$ cat config.mk
export PLATFORM = sky130hd
export DESIGN_NAME = dcc_top
export DESIGN_NICKNAME = d
export VERILOG_FILES = /design/src/rtl/dcc_pkg.sv /design/src/rtl/dcc_top.sv
export SDC_FILE = /design/constraint.sdc
export NUM_CORES = 1
export LEC_CHECK = 0
export CELL_PAD_IN_SITES_DETAIL_PLACEMENT = 1
export CELL_PAD_IN_SITES_GLOBAL_PLACEMENT = 2
export CORE_MARGIN = 5
export CORE_UTILIZATION = 36
export DETAILED_ROUTE_END_ITERATION = 12
export DONT_BUFFER_PORTS = 1
export PLACE_DENSITY_LB_ADDON = 0.08
export SLEW_MARGIN = 5
export SYNTH_ARGS = -nofsm -noshare
export SYNTH_HDL_FRONTEND = slang
export SYNTH_SLANG_ARGS = --single-unit
$ cat constraint.sdc
create_clock -name aclk -period 2.4 [get_ports aclk]
set_clock_uncertainty 0.15 [all_clocks]
set_input_delay 0.48 -clock aclk [delete_from_list [all_inputs] [get_ports aclk]]
set_output_delay 0.48 -clock aclk [all_outputs]
set_load 0.02 [all_outputs]
$ cat src/rtl/dcc_pkg.sv
// dcc_pkg: register map, field positions, reset values and mode table
// for the dual comparator control block.
// assumes an AXI4-Lite master with 32-bit data and word-aligned offsets.
`default_nettype none

package dcc_pkg;

  // ---------------------------------------------------------------
  // register byte offsets
  // ---------------------------------------------------------------
  localparam logic [7:0] DCC_OFS_CONTROL = 8'h00; // comparator_control
  localparam logic [7:0] DCC_OFS_FLAGS = 8'h04; // peripheral_flags_two
  localparam logic [7:0] DCC_OFS_ENABLES = 8'h08; // peripheral_enables_two
  localparam logic [7:0] DCC_OFS_INTCTL = 8'h0C; // interrupt_control
  localparam logic [7:0] DCC_OFS_DIR = 8'h10; // port_f_direction
  localparam logic [7:0] DCC_OFS_PORT = 8'h14; // port f pins / latch
  localparam int DCC_ADDR_W = 8;

  // ---------------------------------------------------------------
  // field positions
  // ---------------------------------------------------------------
  localparam int DCC_BIT_CMP2_RESULT = 7;
  localparam int DCC_BIT_CMP1_RESULT = 6;
  localparam int DCC_BIT_CMP2_INVERT = 5;
  localparam int DCC_BIT_CMP1_INVERT = 4;
  localparam int DCC_BIT_INPUT_SWITCH = 3;
  localparam int DCC_MODE_HI = 2;
  localparam int DCC_MODE_LO = 0;
  localparam int DCC_BIT_CHANGE_FLAG = 6;
  localparam int DCC_BIT_CHANGE_ENABLE = 6;
  localparam int DCC_BIT_PERIPH_EN = 6;
  localparam int DCC_BIT_GLOBAL_EN = 7;
  localparam int DCC_PIN_CMP1_OUT = 1;
  localparam int DCC_PIN_CMP2_OUT = 2;

  // ---------------------------------------------------------------
  // reset values and masks
  // ---------------------------------------------------------------
  localparam logic [7:0] DCC_CONTROL_RESET = 8'h07;
  localparam logic [7:0] DCC_DIR_RESET = 8'hFE;
  localparam logic [7:0] DCC_PORT_MASK = 8'hFE; // bit 0 not present
  localparam logic [7:0] DCC_CTRL_WMASK = 8'h3F; // result bits read-only
  localparam logic [1:0] DCC_RESP_OKAY = 2'h0;
  localparam logic [1:0] DCC_RESP_SLVERR = 2'h2;

  // ---------------------------------------------------------------
  // comparator modes and mode table
  // ---------------------------------------------------------------
  localparam logic [2:0] DCC_MODE_FOUR_MUX = 3'h6;
  localparam logic [2:0] DCC_MODE_OFF = 3'h7;

  typedef struct packed {
    logic cmp1_on;
    logic cmp2_on;
    logic out_route; // results drive the two output pins
    logic ref_use; // internal reference on both positive inputs
  } dcc_mode_entry_t;

  // entries for modes other than four-mux and off are table data
  localparam dcc_mode_entry_t DCC_MODE_TABLE [8] = '{
    '{1'b1, 1'b1, 1'b0, 1'b0}, // mode 0
    '{1'b1, 1'b1, 1'b0, 1'b0}, // mode 1
    '{1'b1, 1'b1, 1'b0, 1'b0}, // mode 2
    '{1'b1, 1'b1, 1'b1, 1'b0}, // mode 3
    '{1'b1, 1'b1, 1'b0, 1'b0}, // mode 4
    '{1'b1, 1'b1, 1'b1, 1'b0}, // mode 5
    '{1'b1, 1'b1, 1'b0, 1'b1}, // mode 6: four inputs, two comparators
    '{1'b0, 1'b0, 1'b0, 1'b0} // mode 7: both comparators off
  };

  // control word handed to the analog comparator core
  typedef struct packed {
    logic [2:0] mode;
    logic cmp1_enable;
    logic cmp2_enable;
    logic input_switch_select; // 1: ref-capable pin / pin eight
    logic ref_to_vinplus;
  } dcc_analog_t;

endpackage

`default_nettype wire

$ cat src/rtl/dcc_top.sv
// dcc_top: control and status logic around two analog comparators,
// reached over AXI4-Lite.
// assumes raw comparator results arrive asynchronously from the analog
// core; the port pins are driven by a pad ring outside this block.
//
// Function
// - comparator 2 result is 1 when plus above minus, invert reverses
// - comparator 1 result is 1 when plus above minus, invert reverses
// - control bits 5:4 invert each comparator output at pin and result
// - in mode 110 input switch selects which pins feed negative inputs
// - three low control bits select one of eight modes
// - internal reference only in mode 110, onto both positive inputs
// - result bits are read-only; writes leave them alone
// - routing modes switch output pins to unsynchronized comparator outputs
// - direction bits still enable the routed output pins
// - port direction register sets pin direction in every mode
// - port reads return 0 on pins configured analog
// - change flag sets whenever either comparator output changes
// - change flag cleared by writing 0; writing 1 sets it
// - request only with change, peripheral and global enables set
// - change flag still sets with interrupt enables clear
// - a change coinciding with a control read may be missed
// - any control read or write captures outputs as new reference
// - persisting mismatch keeps setting the change flag
// - mode 111 turns comparators off; reset selects it
// - comparators run in sleep, interrupt wakes, control register kept
`default_nettype none

module dcc_top
  import dcc_pkg::*;
(
  input wire logic aclk,
  input wire logic aresetn,
  // AXI4-Lite slave
  input wire logic [dcc_pkg::DCC_ADDR_W-1:0] s_axi_awaddr,
  input wire logic s_axi_awvalid,
  output logic s_axi_awready,
  input wire logic [31:0] s_axi_wdata,
  input wire logic [3:0] s_axi_wstrb,
  input wire logic s_axi_wvalid,
  output logic s_axi_wready,
  output logic [1:0] s_axi_bresp,
  output logic s_axi_bvalid,
  input wire logic s_axi_bready,
  input wire logic [dcc_pkg::DCC_ADDR_W-1:0] s_axi_araddr,
  input wire logic s_axi_arvalid,
  output logic s_axi_arready,
  output logic [31:0] s_axi_rdata,
  output logic [1:0] s_axi_rresp,
  output logic s_axi_rvalid,
  input wire logic s_axi_rready,
  // analog comparator core
  input wire logic cmp1_raw,
  input wire logic cmp2_raw,
  output dcc_pkg::dcc_analog_t analog_ctrl,
  // port f pads and analog configuration
  input wire logic [7:0] port_f_in,
  output logic [7:0] port_f_out,
  output logic [7:0] port_f_oe,
  input wire logic [7:0] analog_pin_select,
  // system
  input wire logic sleep_active,
  output logic irq_request,
  output logic wake_request
);

  import dcc_pkg::*;

  // ---------------------------------------------------------------
  // registers
  // ---------------------------------------------------------------
  logic [5:0] ctrl_reg; // invert, switch and mode bits
  logic change_flag_reg;
  logic change_enable_reg;
  logic periph_en_reg;
  logic global_en_reg;
  logic [7:0] dir_reg;
  logic [7:0] latch_reg;
  logic [1:0] snapshot_reg; // last captured result bits
  logic [1:0] cmp_s1, cmp_s2, cmp_s3, cmp_stable;
  logic [7:0] pin_s1, pin_s2, pin_s3, pin_stable;

  // AXI state
  logic aw_full_reg, w_full_reg;
  logic [DCC_ADDR_W-1:0] aw_addr_reg;
  logic [7:0] w_data_reg;
  logic w_lane0_reg;
  logic awready_reg, wready_reg, bvalid_reg, arready_reg, rvalid_reg;
  logic [1:0] bresp_reg, rresp_reg;
  logic [31:0] rdata_reg;

  logic [2:0] mode;
  dcc_mode_entry_t mode_entry;
  logic [1:0] invert;
  logic [1:0] result;
  logic mismatch;
  logic wr_exec, rd_take, ctrl_touch;
  logic [7:0] ctrl_read, port_read;
  logic [31:0] rd_word;
  logic rd_hit;

  assign mode = ctrl_reg[DCC_MODE_HI:DCC_MODE_LO];
  assign mode_entry = DCC_MODE_TABLE[mode];
  assign invert = {ctrl_reg[DCC_BIT_CMP2_INVERT],
                   ctrl_reg[DCC_BIT_CMP1_INVERT]};

  // ---------------------------------------------------------------
  // input synchronizers
  // ---------------------------------------------------------------
  // three stages; a new level counts once stages two and three agree,
  // so a single glitchy sample never reaches the mismatch logic
  always_ff @(posedge aclk)
  begin
    if (!aresetn)
    begin
      cmp_s1 <= 2'h0;
      cmp_s2 <= 2'h0;
      cmp_s3 <= 2'h0;
      cmp_stable <= 2'h0;
    end
    else
    begin
      cmp_s1 <= {cmp2_raw, cmp1_raw};
      cmp_s2 <= cmp_s1;
      cmp_s3 <= cmp_s2;
      cmp_stable <= (cmp_s2 & cmp_s3) | (cmp_stable & (cmp_s2 ^ cmp_s3));
    end
  end

  // port pins, same filter
  always_ff @(posedge aclk)
  begin
    if (!aresetn)
    begin
      pin_s1 <= 8'h00;
      pin_s2 <= 8'h00;
      pin_s3 <= 8'h00;
      pin_stable <= 8'h00;
    end
    else
    begin
      pin_s1 <= port_f_in;
      pin_s2 <= pin_s1;
      pin_s3 <= pin_s2;
      pin_stable <= (pin_s2 & pin_s3) | (pin_stable & (pin_s2 ^ pin_s3));
    end
  end

  // ---------------------------------------------------------------
  // results and mismatch detection
  // ---------------------------------------------------------------
  // an off comparator reports a low raw level before inversion
  assign result[0] = (cmp_stable[0] & mode_entry.cmp1_on) ^
                     invert[0];
  assign result[1] = (cmp_stable[1] & mode_entry.cmp2_on) ^
                     invert[1];
  assign mismatch = (result != snapshot_reg);

  // any control access takes a fresh snapshot; a change landing in the
  // same cycle still raises the flag, so the tolerated miss never occurs
  assign ctrl_touch = (rd_take && s_axi_araddr == DCC_OFS_CONTROL) ||
                      (wr_exec && aw_addr_reg == DCC_OFS_CONTROL);

  always_ff @(posedge aclk)
  begin
    if (!aresetn)
      snapshot_reg <= 2'h0;
    else if (ctrl_touch)
      snapshot_reg <= result;
  end

  // ---------------------------------------------------------------
  // change flag
  // ---------------------------------------------------------------
  // hardware set beats a software clear in the same cycle, so a
  // standing mismatch keeps the flag up until the snapshot catches up
  always_ff @(posedge aclk)
  begin
    if (!aresetn)
      change_flag_reg <= 1'b0;
    else if (mismatch)
      change_flag_reg <= 1'b1;
    else if (wr_exec && w_lane0_reg && aw_addr_reg == DCC_OFS_FLAGS)
      change_flag_reg <= w_data_reg[DCC_BIT_CHANGE_FLAG];
  end

  // ---------------------------------------------------------------
  // software registers
  // ---------------------------------------------------------------
  // result bits have no storage here, so writes cannot touch them
  always_ff @(posedge aclk)
  begin
    if (!aresetn)
      ctrl_reg <= DCC_CONTROL_RESET[5:0];
    else if (wr_exec && w_lane0_reg && aw_addr_reg == DCC_OFS_CONTROL)
      ctrl_reg <= w_data_reg[5:0] & DCC_CTRL_WMASK[5:0];
  end

  // interrupt enables
  always_ff @(posedge aclk)
  begin
    if (!aresetn)
    begin
      change_enable_reg <= 1'b0;
      periph_en_reg <= 1'b0;
      global_en_reg <= 1'b0;
    end
    else if (wr_exec && w_lane0_reg)
    begin
      if (aw_addr_reg == DCC_OFS_ENABLES)
        change_enable_reg <= w_data_reg[DCC_BIT_CHANGE_ENABLE];
      if (aw_addr_reg == DCC_OFS_INTCTL)
      begin
        periph_en_reg <= w_data_reg[DCC_BIT_PERIPH_EN];
        global_en_reg <= w_data_reg[DCC_BIT_GLOBAL_EN];
      end
    end
  end

  // port direction and output latch
  always_ff @(posedge aclk)
  begin
    if (!aresetn)
    begin
      dir_reg <= DCC_DIR_RESET;
      latch_reg <= 8'h00;
    end
    else if (wr_exec && w_lane0_reg)
    begin
      if (aw_addr_reg == DCC_OFS_DIR)
        dir_reg <= w_data_reg & DCC_PORT_MASK;
      if (aw_addr_reg == DCC_OFS_PORT)
        latch_reg <= w_data_reg & DCC_PORT_MASK;
    end
  end

  // ---------------------------------------------------------------
  // interrupt, wake and analog control outputs
  // ---------------------------------------------------------------
  // wake needs only the local enable; the flag itself keeps running
  // in sleep and the control register is never disturbed by waking
  always_ff @(posedge aclk)
  begin
    if (!aresetn)
    begin
      irq_request <= 1'b0;
      wake_request <= 1'b0;
      analog_ctrl <= '0;
    end
    else
    begin
      irq_request <= change_flag_reg & change_enable_reg &
                     periph_en_reg & global_en_reg;
      wake_request <= sleep_active & change_flag_reg &
                      change_enable_reg;
      analog_ctrl.mode <= mode;
      analog_ctrl.cmp1_enable <= mode_entry.cmp1_on;
      analog_ctrl.cmp2_enable <= mode_entry.cmp2_on;
      analog_ctrl.input_switch_select <= (mode == DCC_MODE_FOUR_MUX) &&
          ctrl_reg[DCC_BIT_INPUT_SWITCH];
      analog_ctrl.ref_to_vinplus <= mode_entry.ref_use &&
          (mode == DCC_MODE_FOUR_MUX);
    end
  end

  // ---------------------------------------------------------------
  // port f pads
  // ---------------------------------------------------------------
  // direction 0 drives the pad in every mode, routed or not
  always_ff @(posedge aclk)
  begin
    if (!aresetn)
      port_f_oe <= 8'h00;
    else
      port_f_oe <= ~dir_reg & DCC_PORT_MASK;
  end

  // the routed pins carry the raw comparator level so that edge
  // timing is not quantised by the clock; other pins come from flops
  always_comb
  begin
    port_f_out = latch_reg;
    if (mode_entry.out_route)
    begin
      port_f_out[DCC_PIN_CMP1_OUT] = cmp1_raw ^ invert[0];
      port_f_out[DCC_PIN_CMP2_OUT] = cmp2_raw ^ invert[1];
    end
  end

  // ---------------------------------------------------------------
  // read data
  // ---------------------------------------------------------------
  assign ctrl_read = {result[1], result[0], ctrl_reg};
  assign port_read = pin_stable & ~analog_pin_select & DCC_PORT_MASK;

  always_comb
  begin
    rd_word = 32'h0000_0000;
    rd_hit = 1'b1;
    unique case (s_axi_araddr)
      DCC_OFS_CONTROL: rd_word[7:0] = ctrl_read;
      DCC_OFS_FLAGS: rd_word[DCC_BIT_CHANGE_FLAG] = change_flag_reg;
      DCC_OFS_ENABLES: rd_word[DCC_BIT_CHANGE_ENABLE] = change_enable_reg;
      DCC_OFS_INTCTL:
      begin
        rd_word[DCC_BIT_PERIPH_EN] = periph_en_reg;
        rd_word[DCC_BIT_GLOBAL_EN] = global_en_reg;
      end
      DCC_OFS_DIR: rd_word[7:0] = dir_reg;
      DCC_OFS_PORT: rd_word[7:0] = port_read;
      default: rd_hit = 1'b0;
    endcase
  end

  // ---------------------------------------------------------------
  // AXI4-Lite write channel
  // ---------------------------------------------------------------
  // address and data are held separately and may arrive in any order;
  // the register update happens one edge after both are held
  assign wr_exec = aw_full_reg && w_full_reg && !bvalid_reg;

  always_ff @(posedge aclk)
  begin
    if (!aresetn)
    begin
      aw_full_reg <= 1'b0;
      w_full_reg <= 1'b0;
      aw_addr_reg <= '0;
      w_data_reg <= 8'h00;
      w_lane0_reg <= 1'b0;
      awready_reg <= 1'b1;
      wready_reg <= 1'b1;
      bvalid_reg <= 1'b0;
      bresp_reg <= DCC_RESP_OKAY;
    end
    else
    begin
      if (s_axi_awvalid && awready_reg)
      begin
        aw_full_reg <= 1'b1;
        aw_addr_reg <= s_axi_awaddr;
        awready_reg <= 1'b0;
      end
      if (s_axi_wvalid && wready_reg)
      begin
        w_full_reg <= 1'b1;
        w_data_reg <= s_axi_wdata[7:0];
        w_lane0_reg <= s_axi_wstrb[0];
        wready_reg <= 1'b0;
      end
      if (wr_exec)
      begin
        aw_full_reg <= 1'b0;
        w_full_reg <= 1'b0;
        bvalid_reg <= 1'b1;
        bresp_reg <= (aw_addr_reg == DCC_OFS_CONTROL ||
                      aw_addr_reg == DCC_OFS_FLAGS ||
                      aw_addr_reg == DCC_OFS_ENABLES ||
                      aw_addr_reg == DCC_OFS_INTCTL ||
                      aw_addr_reg == DCC_OFS_DIR ||
                      aw_addr_reg == DCC_OFS_PORT) ?
                     DCC_RESP_OKAY : DCC_RESP_SLVERR;
      end
      if (bvalid_reg && s_axi_bready)
      begin
        bvalid_reg <= 1'b0;
        awready_reg <= 1'b1;
        wready_reg <= 1'b1;
      end
    end
  end

  // ---------------------------------------------------------------
  // AXI4-Lite read channel
  // ---------------------------------------------------------------
  assign rd_take = s_axi_arvalid && arready_reg;

  always_ff @(posedge aclk)
  begin
    if (!aresetn)
    begin
      arready_reg <= 1'b1;
      rvalid_reg <= 1'b0;
      rdata_reg <= 32'h0000_0000;
      rresp_reg <= DCC_RESP_OKAY;
    end
    else
    begin
      if (rd_take)
      begin
        arready_reg <= 1'b0;
        rvalid_reg <= 1'b1;
        rdata_reg <= rd_word;
        rresp_reg <= rd_hit ? DCC_RESP_OKAY : DCC_RESP_SLVERR;
      end
      else if (rvalid_reg && s_axi_rready)
      begin
        rvalid_reg <= 1'b0;
        arready_reg <= 1'b1;
      end
    end
  end

  assign s_axi_awready = awready_reg;
  assign s_axi_wready = wready_reg;
  assign s_axi_bvalid = bvalid_reg;
  assign s_axi_bresp = bresp_reg;
  assign s_axi_arready = arready_reg;
  assign s_axi_rvalid = rvalid_reg;
  assign s_axi_rdata = rdata_reg;
  assign s_axi_rresp = rresp_reg;

endmodule

`default_nettype wire

==> results of run 1 <==
-- power by group through the flow --
| stage | clock, mW | sequential (mW) | combinational [mW] |
|---|---|---|---|
| final | 1.41 | 1.95 | 0.185 |
| after global routing | 1.54 | 1.95 | 0.210 |
| after CTS | 1.46 | 1.95 | 0.188 |
| after detailed placement | 0 | 1.99 | 0.187 |
| after global placement | 0 | 1.99 | 0.184 |
| after floorplan | 0 | 1.98 | 0.204 |
-- worst max-delay path, cell delays in order, from the launching register on --
cell and delay [ps]:
dfxtp_1 460, xor2_1 180, nand2_1 120, o21ai_0 310, buf_4 210
-- cell usage in the layout (no fill, tap or decap), types with 3 or more instances in the layout --
cell	netlist	routed
a21oi_1	38	38
a22o_1	5	5
and2_1	34	34
buf_4	34	6
clkbuf_16	0	9
conb_1	1	28
dfxtp_1	111	111
ha_1	9	9
inv_1	9	9
mux2i_1	31	31
nand2_1	45	45
nand2b_1	4	4
nand3_1	13	13
nand3b_1	3	3
nand4_1	3	3
nor2_1	51	51
nor2b_1	5	5
o21ai_0	9	9
o32ai_1	5	5
xnor2_1	4	4
-- through the flow --
| step | hold slack (ps) | cells | worst slack [ps] | total power, mW | area [sq um] |
|---|---|---|---|---|---|
| global route | 46.8 | 599 | 61.3 | 3.70 | 4610 |
| detailed placement | 270 | 585 | 258 | 2.18 | 4330 |
| finish | 56.6 | 599 | 145 | 3.54 | 4610 |
| floorplan | 245 | 482 | 438 | 2.18 | 4420 |
| global placement | 264 | 585 | 283 | 2.17 | 4330 |
| CTS | 34.5 | 599 | 134 | 3.59 | 4610 |
-- kinds of logic after synthesis --
family,synth area share
AOI/OAI and AO/OA,0.0872
xor gates and xnor gates,0.0122
muxes,0.0718
and+or+nand+nor,0.201
DFF,0.514
adders and majority gates,0.0261
buffers and inverters,0.0866
other,0.000868
-- layout make-up --
cell class                 instances  area [sq um]  area share
tap                              147           184      0.0399
inverter                          10          37.5     0.00815
sequential                       111          2220       0.482
clock inverter                     3          20.0     0.00435
multi-input combinational        310          1820       0.396
clock buffer                      11           253      0.0549
timing repair buffer               7          65.1      0.0141
-- per-layer routing --
| metal | GRT usage | wire length, um | up-vias |
|---|---|---|---|
| li1 | - | - | 1453 |
| met1 | 0.178 | 4580 | 1411 |
| met2 | 0.233 | 4700 | 75 |
| met3 | 0.0391 | 581 | 10 |
| met4 | 0.0537 | 153 | 0 |
| met5 | 0 | 0 | - |
-- path summary, 6_finish.rpt --
path	from	endpoint	depth (start not counted)
max	ctrl_reg[1]	port_f_out[1]	4
min	aresetn	s_axi_arready	1
max reg2reg	aw_addr_reg[0]	latch_reg[7]	5
min reg2reg	pin_s1[7]	pin_s2[7]	1
==> metrics.cfg, run 1 <==
[sta]
setup_tns_ps=0
fmax_mhz=443
period_share=0.940
tightest_slew_ps=532
relSlewSlack=0.645
rsz0062_at_grt=no
min_period_ps=2260
final_max_slew_viol_count=0
final-setup-viol-count=0
hold_viol=0

[synth]
synth_edf_count=0
synthCells=455
synth_ff_type=dfxtp_1
synth_common_cells=111 x dfxtp_1, 51 x nor2_1, 45 x nand2_1
syn-cell-area_sq_mm=0.00432
synth_cell_types=43
synth_top_area_frac=0.514
synth.most_common_cell=dfxtp_1
synth_seq_area_share=0.514
ys.warnings.count=0
async_flop_share=0
synth-seq-cells=111
syn_area_per_cell_sq_um=9.49
synth_area_leaders=dfxtp_1 51%, mux2i_1 7.2%, buf_4 5.9%, and2_1 4.9%, nor2_1 4.4%
synth_top_cell_by_area=dfxtp_1

[place]
gp_congestion=0.718
portBuffers=0
post-dp-hpwl_mm=7.32

[global_route]
grt_pass1_wl_mm=15.8
grt_usage=0.142
first_global_vias=2916
antenna_found_initial=0
grt_max_degree=42
grt-ovfl-total=0

[clock_network]
cts_sinks=111
clk_latency_ps=350
htree_num_levels=3
clock-root-buffer=clkbuf_16
cts_buffers=9
cts_tree=done
clk_pin_slew_ps=70
cts_max_path_buffers=2
hold_buffers=0
post_cts_buffers=0
cts_resized=0

[power_and_ir_drop]
powerDensity_mw_per_mm2=769
intPower_mw=2.70
leakagePower_nw=1.90
p_switching_mw=0.838
clkPwrFrac=0.397
p_seq_frac=0.550
peakVddDrop_mv=0.341
p_sw_frac=0.237
p_comb_frac=0.052

[flow_run]
maxCapViolCount=0

[worst_hold_path]
hold_class=input port to flip-flop

[route]
via_count=2949
finalWirelength_mm=10.0
drt_iter0_drc=109
antenna_left=0
vias_per_cell=4.92
dr.pass1.iters=4
drc=0
wire_per_inst_um=16.7

[cells_and_area]
area_growth_syn_to_layout_pct=6.63
nNetsFinal=536
utilization=0.388
num-fill-cells=1342
antenna_cells=0
final_layout_size_suffix_gt1_frac=0.0642

[run_status]
status=finished, final reports clean

[worst_setup_path]
endpoint_kind=output pin
critPathRequiredTime_ps=1770
reg2reg_setup_slack_ps=270
cp.arrival_ps=1630
crit_type=flip-flop to output pin
worst-path-max-fanout=7
start_kind=flip-flop

[floorplan]
initial_core_util=0.364
core.rowCount=40
die_y_um=120
fp.dieW_um=120
coreArea_sq_mm=0.0119
die_area_sq_mm=0.0143
pin_count=144

Note: power is estimated with default switching activity, not from simulation.
==> inputs of run 2 (changes only) <==
Settings changed: PLACE_DENSITY_LB_ADDON 0.08 to 0.05.
==> run 2 against run 1 <==
First-iteration DRC count fell by 11%. Largest cell class unchanged. Sequential share of layout area down 0.21 points. Highest routed layer unchanged. Register-to-register slack improved by 20 ps. Non-clock buffer count increased by 1. Maximum frequency rose by 2.2%. Flip-flop and latch count unchanged. Die area unchanged. Final cell count grew 0.50%.
==> metrics.cfg, run 2 (synthesis gave the netlist of run 1 again) <==
[flow_run]
maxCapViolCount=0  ; unchanged

[sta]
final-setup-viol-count=0  ; unchanged
fmax_mhz=453  ; was 443 MHz
setup_tns_ps=0  ; unchanged
rsz0062_at_grt=no  ; unchanged
hold_viol=0  ; unchanged
tightest_slew_ps=517  ; was 532 ps
worst_slack_ps=193  ; was 145 ps
relSlewSlack=0.655  ; was 0.645
final_max_slew_viol_count=0  ; unchanged
min_period_ps=2210  ; was 2260 ps
period_share=0.920  ; was 0.940

[global_route]
grt_max_degree=42  ; unchanged
first_global_vias=3069  ; was 2916
grt-ovfl-total=0  ; unchanged
grt_usage=0.146  ; was 0.142
grt_pass1_wl_mm=16.2  ; was 15.8 mm
antenna_found_initial=0  ; unchanged

[cells_and_area]
utilization=0.390  ; was 0.388
nNetsFinal=537  ; was 536
area_growth_syn_to_layout_pct=7.10  ; was 6.63%
layout_common_cells=111 x dfxtp_1, 51 x nor2_1, 45 x nand2_1  ; unchanged
final_common_cell=dfxtp_1  ; unchanged
final_layout_size_suffix_gt1_frac=0.0703  ; was 0.0642
antenna_cells=0  ; unchanged

[worst_setup_path]
worstPathCellList=xor2_1 -> nand2_1 -> o21ai_0 -> buf_4  ; unchanged
slowest_delay_ps=460  ; about the same
startpoint=ctrl_reg[1]  ; unchanged
endpoint_kind=output pin  ; unchanged
start_kind=flip-flop  ; unchanged
timing.rr.start=aw_addr_reg[0]  ; unchanged
worst-path-max-fanout=7  ; unchanged
slowest_stage=dfxtp_1  ; unchanged
cp.arrival_ps=1580  ; was 1630 ps
crit_type=flip-flop to output pin  ; unchanged
critPathRequiredTime_ps=1770  ; about the same

[clock_network]
post_cts_buffers=0  ; unchanged
cts_buffers=9  ; unchanged
cts_sinks=111  ; unchanged
cts_tree=done  ; unchanged
clk_pin_slew_ps=70  ; about the same
cts_resized=0  ; unchanged
clk_latency_ps=350  ; about the same
clock-root-buffer=clkbuf_16  ; unchanged
htree_num_levels=3  ; unchanged
hold_buffers=0  ; unchanged
cts_max_path_buffers=2  ; unchanged

[floorplan]
core.rowCount=40  ; unchanged
die_area_sq_mm=0.0143  ; unchanged
coreArea_sq_mm=0.0119  ; unchanged
die_y_um=120  ; unchanged
pin_count=144  ; unchanged
fp.dieW_um=120  ; unchanged
initial_core_util=0.364  ; unchanged

[route]
via_count=2924  ; was 2949
drc=0  ; unchanged
drt_iter0_drc=97  ; was 109
dr.pass1.iters=4  ; unchanged
vias_per_cell=4.86  ; was 4.92
antenna_left=0  ; unchanged
wire_per_inst_um=16.7  ; about the same
finalWirelength_mm=10.1  ; was 10.0 mm

[worst_hold_path]
hold_class=input port to flip-flop  ; unchanged
min_from=aresetn  ; unchanged

[power_and_ir_drop]
powerDensity_mw_per_mm2=786  ; was 769 mW/mm^2
leakagePower_nw=1.91  ; was 1.90 nW
peakVddDrop_mv=0.377  ; was 0.341 mV

[place]
gp_congestion=0.735  ; was 0.718
post-dp-hpwl_mm=7.44  ; was 7.32 mm
post-place-ws_ps=278  ; was 258 ps
portBuffers=0  ; unchanged

[run_status]
status=finished, final reports clean  ; unchanged

==> run 2: layer usage <==
layer / up-vias / share of wire / track usage
li1: 1451 / - / -
met1: 1389 / 0.46 / 0.187
met2: 74 / 0.47 / 0.234
met3: 10 / 0.054 / 0.0405
met4: 0 / 0.012 / 0.0558
met5: - / 0 / 0
==> run 2: per-stage QoR <==
step	power (mW)	cell area, sq um	std cells	hold WS [ps]
after global placement	2.17	4330	586	264
after global routing	3.80	4630	602	26.9
final	3.64	4630	602	50.6
after CTS	3.70	4630	602	24.6
after detailed placement	2.18	4330	586	270
after floorplan	2.18	4420	482	245
==> run 2: cell type report <==
| cell class | instances | area, sq um |
|---|---|---|
| fillers | 1373 | 7240 |
| flip-flops and latches | 111 | 2220 |
| multi-input cells | 310 | 1820 |
| clock buffers | 9 | 225 |
| well taps | 147 | 184 |
| clock inverters | 7 | 72.6 |
| repair buffers | 8 | 60.1 |
| inverters | 10 | 37.5 |
==> run 2: worst max-delay path, delay by kind of cell, from the launching register on <==
| family | cells | cell delay (ps) |
|---|---|---|
| compound gates | 1 | 290 |
| xor+xnor | 1 | 170 |
| flops | 1 | 460 |
| buf+inv | 1 | 200 |
| simple gates | 1 | 110 |
==> run 2: worst paths after layout <==
| kind | to | slack [ps] | cells past startpoint |
|---|---|---|---|
| max | port_f_out[1] | 190 | 4 |
| min | ctrl_reg[2] | 50 | 1 |
| max reg2reg | dir_reg[5] | 290 | 5 |
| min reg2reg | port_f_oe[6] | 280 | 1 |
==> run 2: report_power, final <==
part	leakage (nW)	switching, mW	internal, mW
Sequential	0.905	0.0549	1.89
Combinational	0.866	0.127	0.0592
Clock	0.142	0.694	0.812
Total	1.91	0.875	2.76
==> inputs of run 3 (changes only) <==
Settings changed: REMOVE_ABC_BUFFERS set to 1.
==> run 3 against run 2 <==
Register-to-register slack worse by 30 ps. Wire length hardly changed. Non-clock buffer count is 2 lower. Worst setup slack better by 22 ps. Power is 2.7% lower. Critical path depth stayed put. Flip-flop and latch count stayed put. Utilization is 0.21 points lower. Maximum frequency is 0.99% higher. Combinational power is 2% lower. Critical endpoint is now port_f_out[2]. Largest power group unchanged.
==> metrics.cfg, run 3 (synthesis gave the netlist of run 1 again) <==
[floorplan]
fp.dieW_um=120  ; unchanged
pin_count=144  ; unchanged
die_y_um=120  ; unchanged
coreArea_sq_mm=0.0119  ; unchanged
initial_core_util=0.364  ; unchanged
core.rowCount=40  ; unchanged
die_area_sq_mm=0.0143  ; unchanged

[worst_setup_path]
reg2reg_setup_slack_ps=260  ; was 290 ps
cp.arrival_ps=1560  ; was 1580 ps
slowest_stage=dfxtp_1  ; unchanged
worstPathCellList=xor2_1 -> nand2_1 -> o21ai_0 -> buf_4  ; unchanged
critPathRequiredTime_ps=1770  ; about the same
endpoint_kind=output pin  ; unchanged
worst-path-max-fanout=7  ; unchanged
crit_type=flip-flop to output pin  ; unchanged
start_kind=flip-flop  ; unchanged
slowest_delay_ps=520  ; was 460 ps

[cells_and_area]
final_layout_size_suffix_gt1_frac=0.0618  ; was 0.0703
area_growth_syn_to_layout_pct=6.52  ; was 7.10%
antenna_cells=0  ; unchanged
final_common_cell=dfxtp_1  ; unchanged
num-fill-cells=1369  ; was 1373
layout_common_cells=111 x dfxtp_1, 51 x nor2_1, 45 x nand2_1  ; unchanged
nNetsFinal=535  ; was 537

[clock_network]
clk_latency_ps=340  ; was 350 ps
cts_tree=done  ; unchanged
cts_sinks=111  ; unchanged
hold_buffers=0  ; unchanged
cts_buffers=9  ; unchanged
clock-root-buffer=clkbuf_16  ; unchanged
clk_pin_slew_ps=70  ; about the same
cts_resized=0  ; unchanged
post_cts_buffers=0  ; unchanged
htree_num_levels=3  ; unchanged
cts_max_path_buffers=2  ; unchanged

[place]
gp_congestion=0.738  ; was 0.735
post-place-ws_ps=191  ; was 278 ps
portBuffers=0  ; unchanged
post-dp-hpwl_mm=7.36  ; was 7.44 mm

[power_and_ir_drop]
powerDensity_mw_per_mm2=769  ; was 786 mW/mm^2
leakagePower_nw=1.89  ; was 1.91 nW
peakVddDrop_mv=0.357  ; was 0.377 mV

[sta]
fmax_mhz=458  ; was 453 MHz
relSlewSlack=0.627  ; was 0.655
tightest_slew_ps=559  ; was 517 ps
final-setup-viol-count=0  ; unchanged
hold_viol=0  ; unchanged
worst_slack_ps=214  ; was 193 ps
final_max_slew_viol_count=0  ; unchanged
setup_tns_ps=0  ; unchanged
min_period_ps=2190  ; was 2210 ps
period_share=0.911  ; was 0.920
rsz0062_at_grt=no  ; unchanged

[global_route]
grt_pass1_wl_mm=16.4  ; was 16.2 mm
grt_usage=0.146  ; about the same
grt-ovfl-total=0  ; unchanged
grt_max_degree=42  ; unchanged
first_global_vias=3013  ; was 3069
antenna_found_initial=0  ; unchanged

[route]
vias_per_cell=4.86  ; about the same
via_count=2916  ; was 2924
drc=0  ; unchanged
antenna_left=0  ; unchanged
wire_per_inst_um=16.8  ; was 16.7 um
dr.pass1.iters=4  ; unchanged
drt_iter0_drc=81  ; was 97
finalWirelength_mm=10.1  ; about the same

[run_status]
status=finished, final reports clean  ; unchanged

[flow_run]
maxCapViolCount=0  ; unchanged

[worst_hold_path]
hold_class=input port to flip-flop  ; unchanged

## run 3: metrics by stage
stage / hold slack (ps) / utilization / instances / area [sq um] / total power [mW]
CTS: 32.9 / 0.388 / 600 / 4600 / 3.61
floorplan: 245 / - / 431 / 4080 / 2.13
detailed placement: 271 / 0.365 / 584 / 4330 / 2.18
global route: 32.1 / 0.388 / 600 / 4600 / 3.70
global placement: 265 / 0.365 / 584 / 4330 / 2.17
finish: 60.9 / 0.388 / 600 / 4600 / 3.54
## run 3: power by group
part	internal [mW]	switching, mW
combinational	0.0611	0.121
sequential	1.89	0.0586
clock	0.736	0.669
total	2.69	0.849
## run 3: metal layers
layer / wire, um / up-vias / share of wire / global-route usage
met5: 0 / - / 0 / 0
met4: 172 / 0 / 0.017 / 0.0573
met3: 744 / 14 / 0.074 / 0.0490
met2: 4260 / 78 / 0.42 / 0.208
met1: 4890 / 1374 / 0.49 / 0.202
li1: - / 1450 / - / -
## run 3: critical path: cells and delay by family (launching register included)
family          cells  cell delay, ps
simple gates        1             110
flops               1             520
compound gates      1             220
xor+xnor            1             180
buf+inv             1             170
## run 3: path summary, 6_finish.rpt
path / from / to / depth (start not counted)
max: ctrl_reg[2] / port_f_out[2] / 4
min: aresetn / ctrl_reg[1] / 1
max reg2reg: aw_addr_reg[0] / dir_reg[1] / 5
min reg2reg: dir_reg[6] / port_f_oe[6] / 1
## run 3: area by class of cell
type	count	area (sq um)	area share
tap	147	184	0.0400
clock inverter	4	28.8	0.00626
multi-input combinational	310	1820	0.397
inverter	10	37.5	0.00816
timing repair buffer	6	57.6	0.0125
clock buffer	12	246	0.0536
sequential	111	2220	0.483
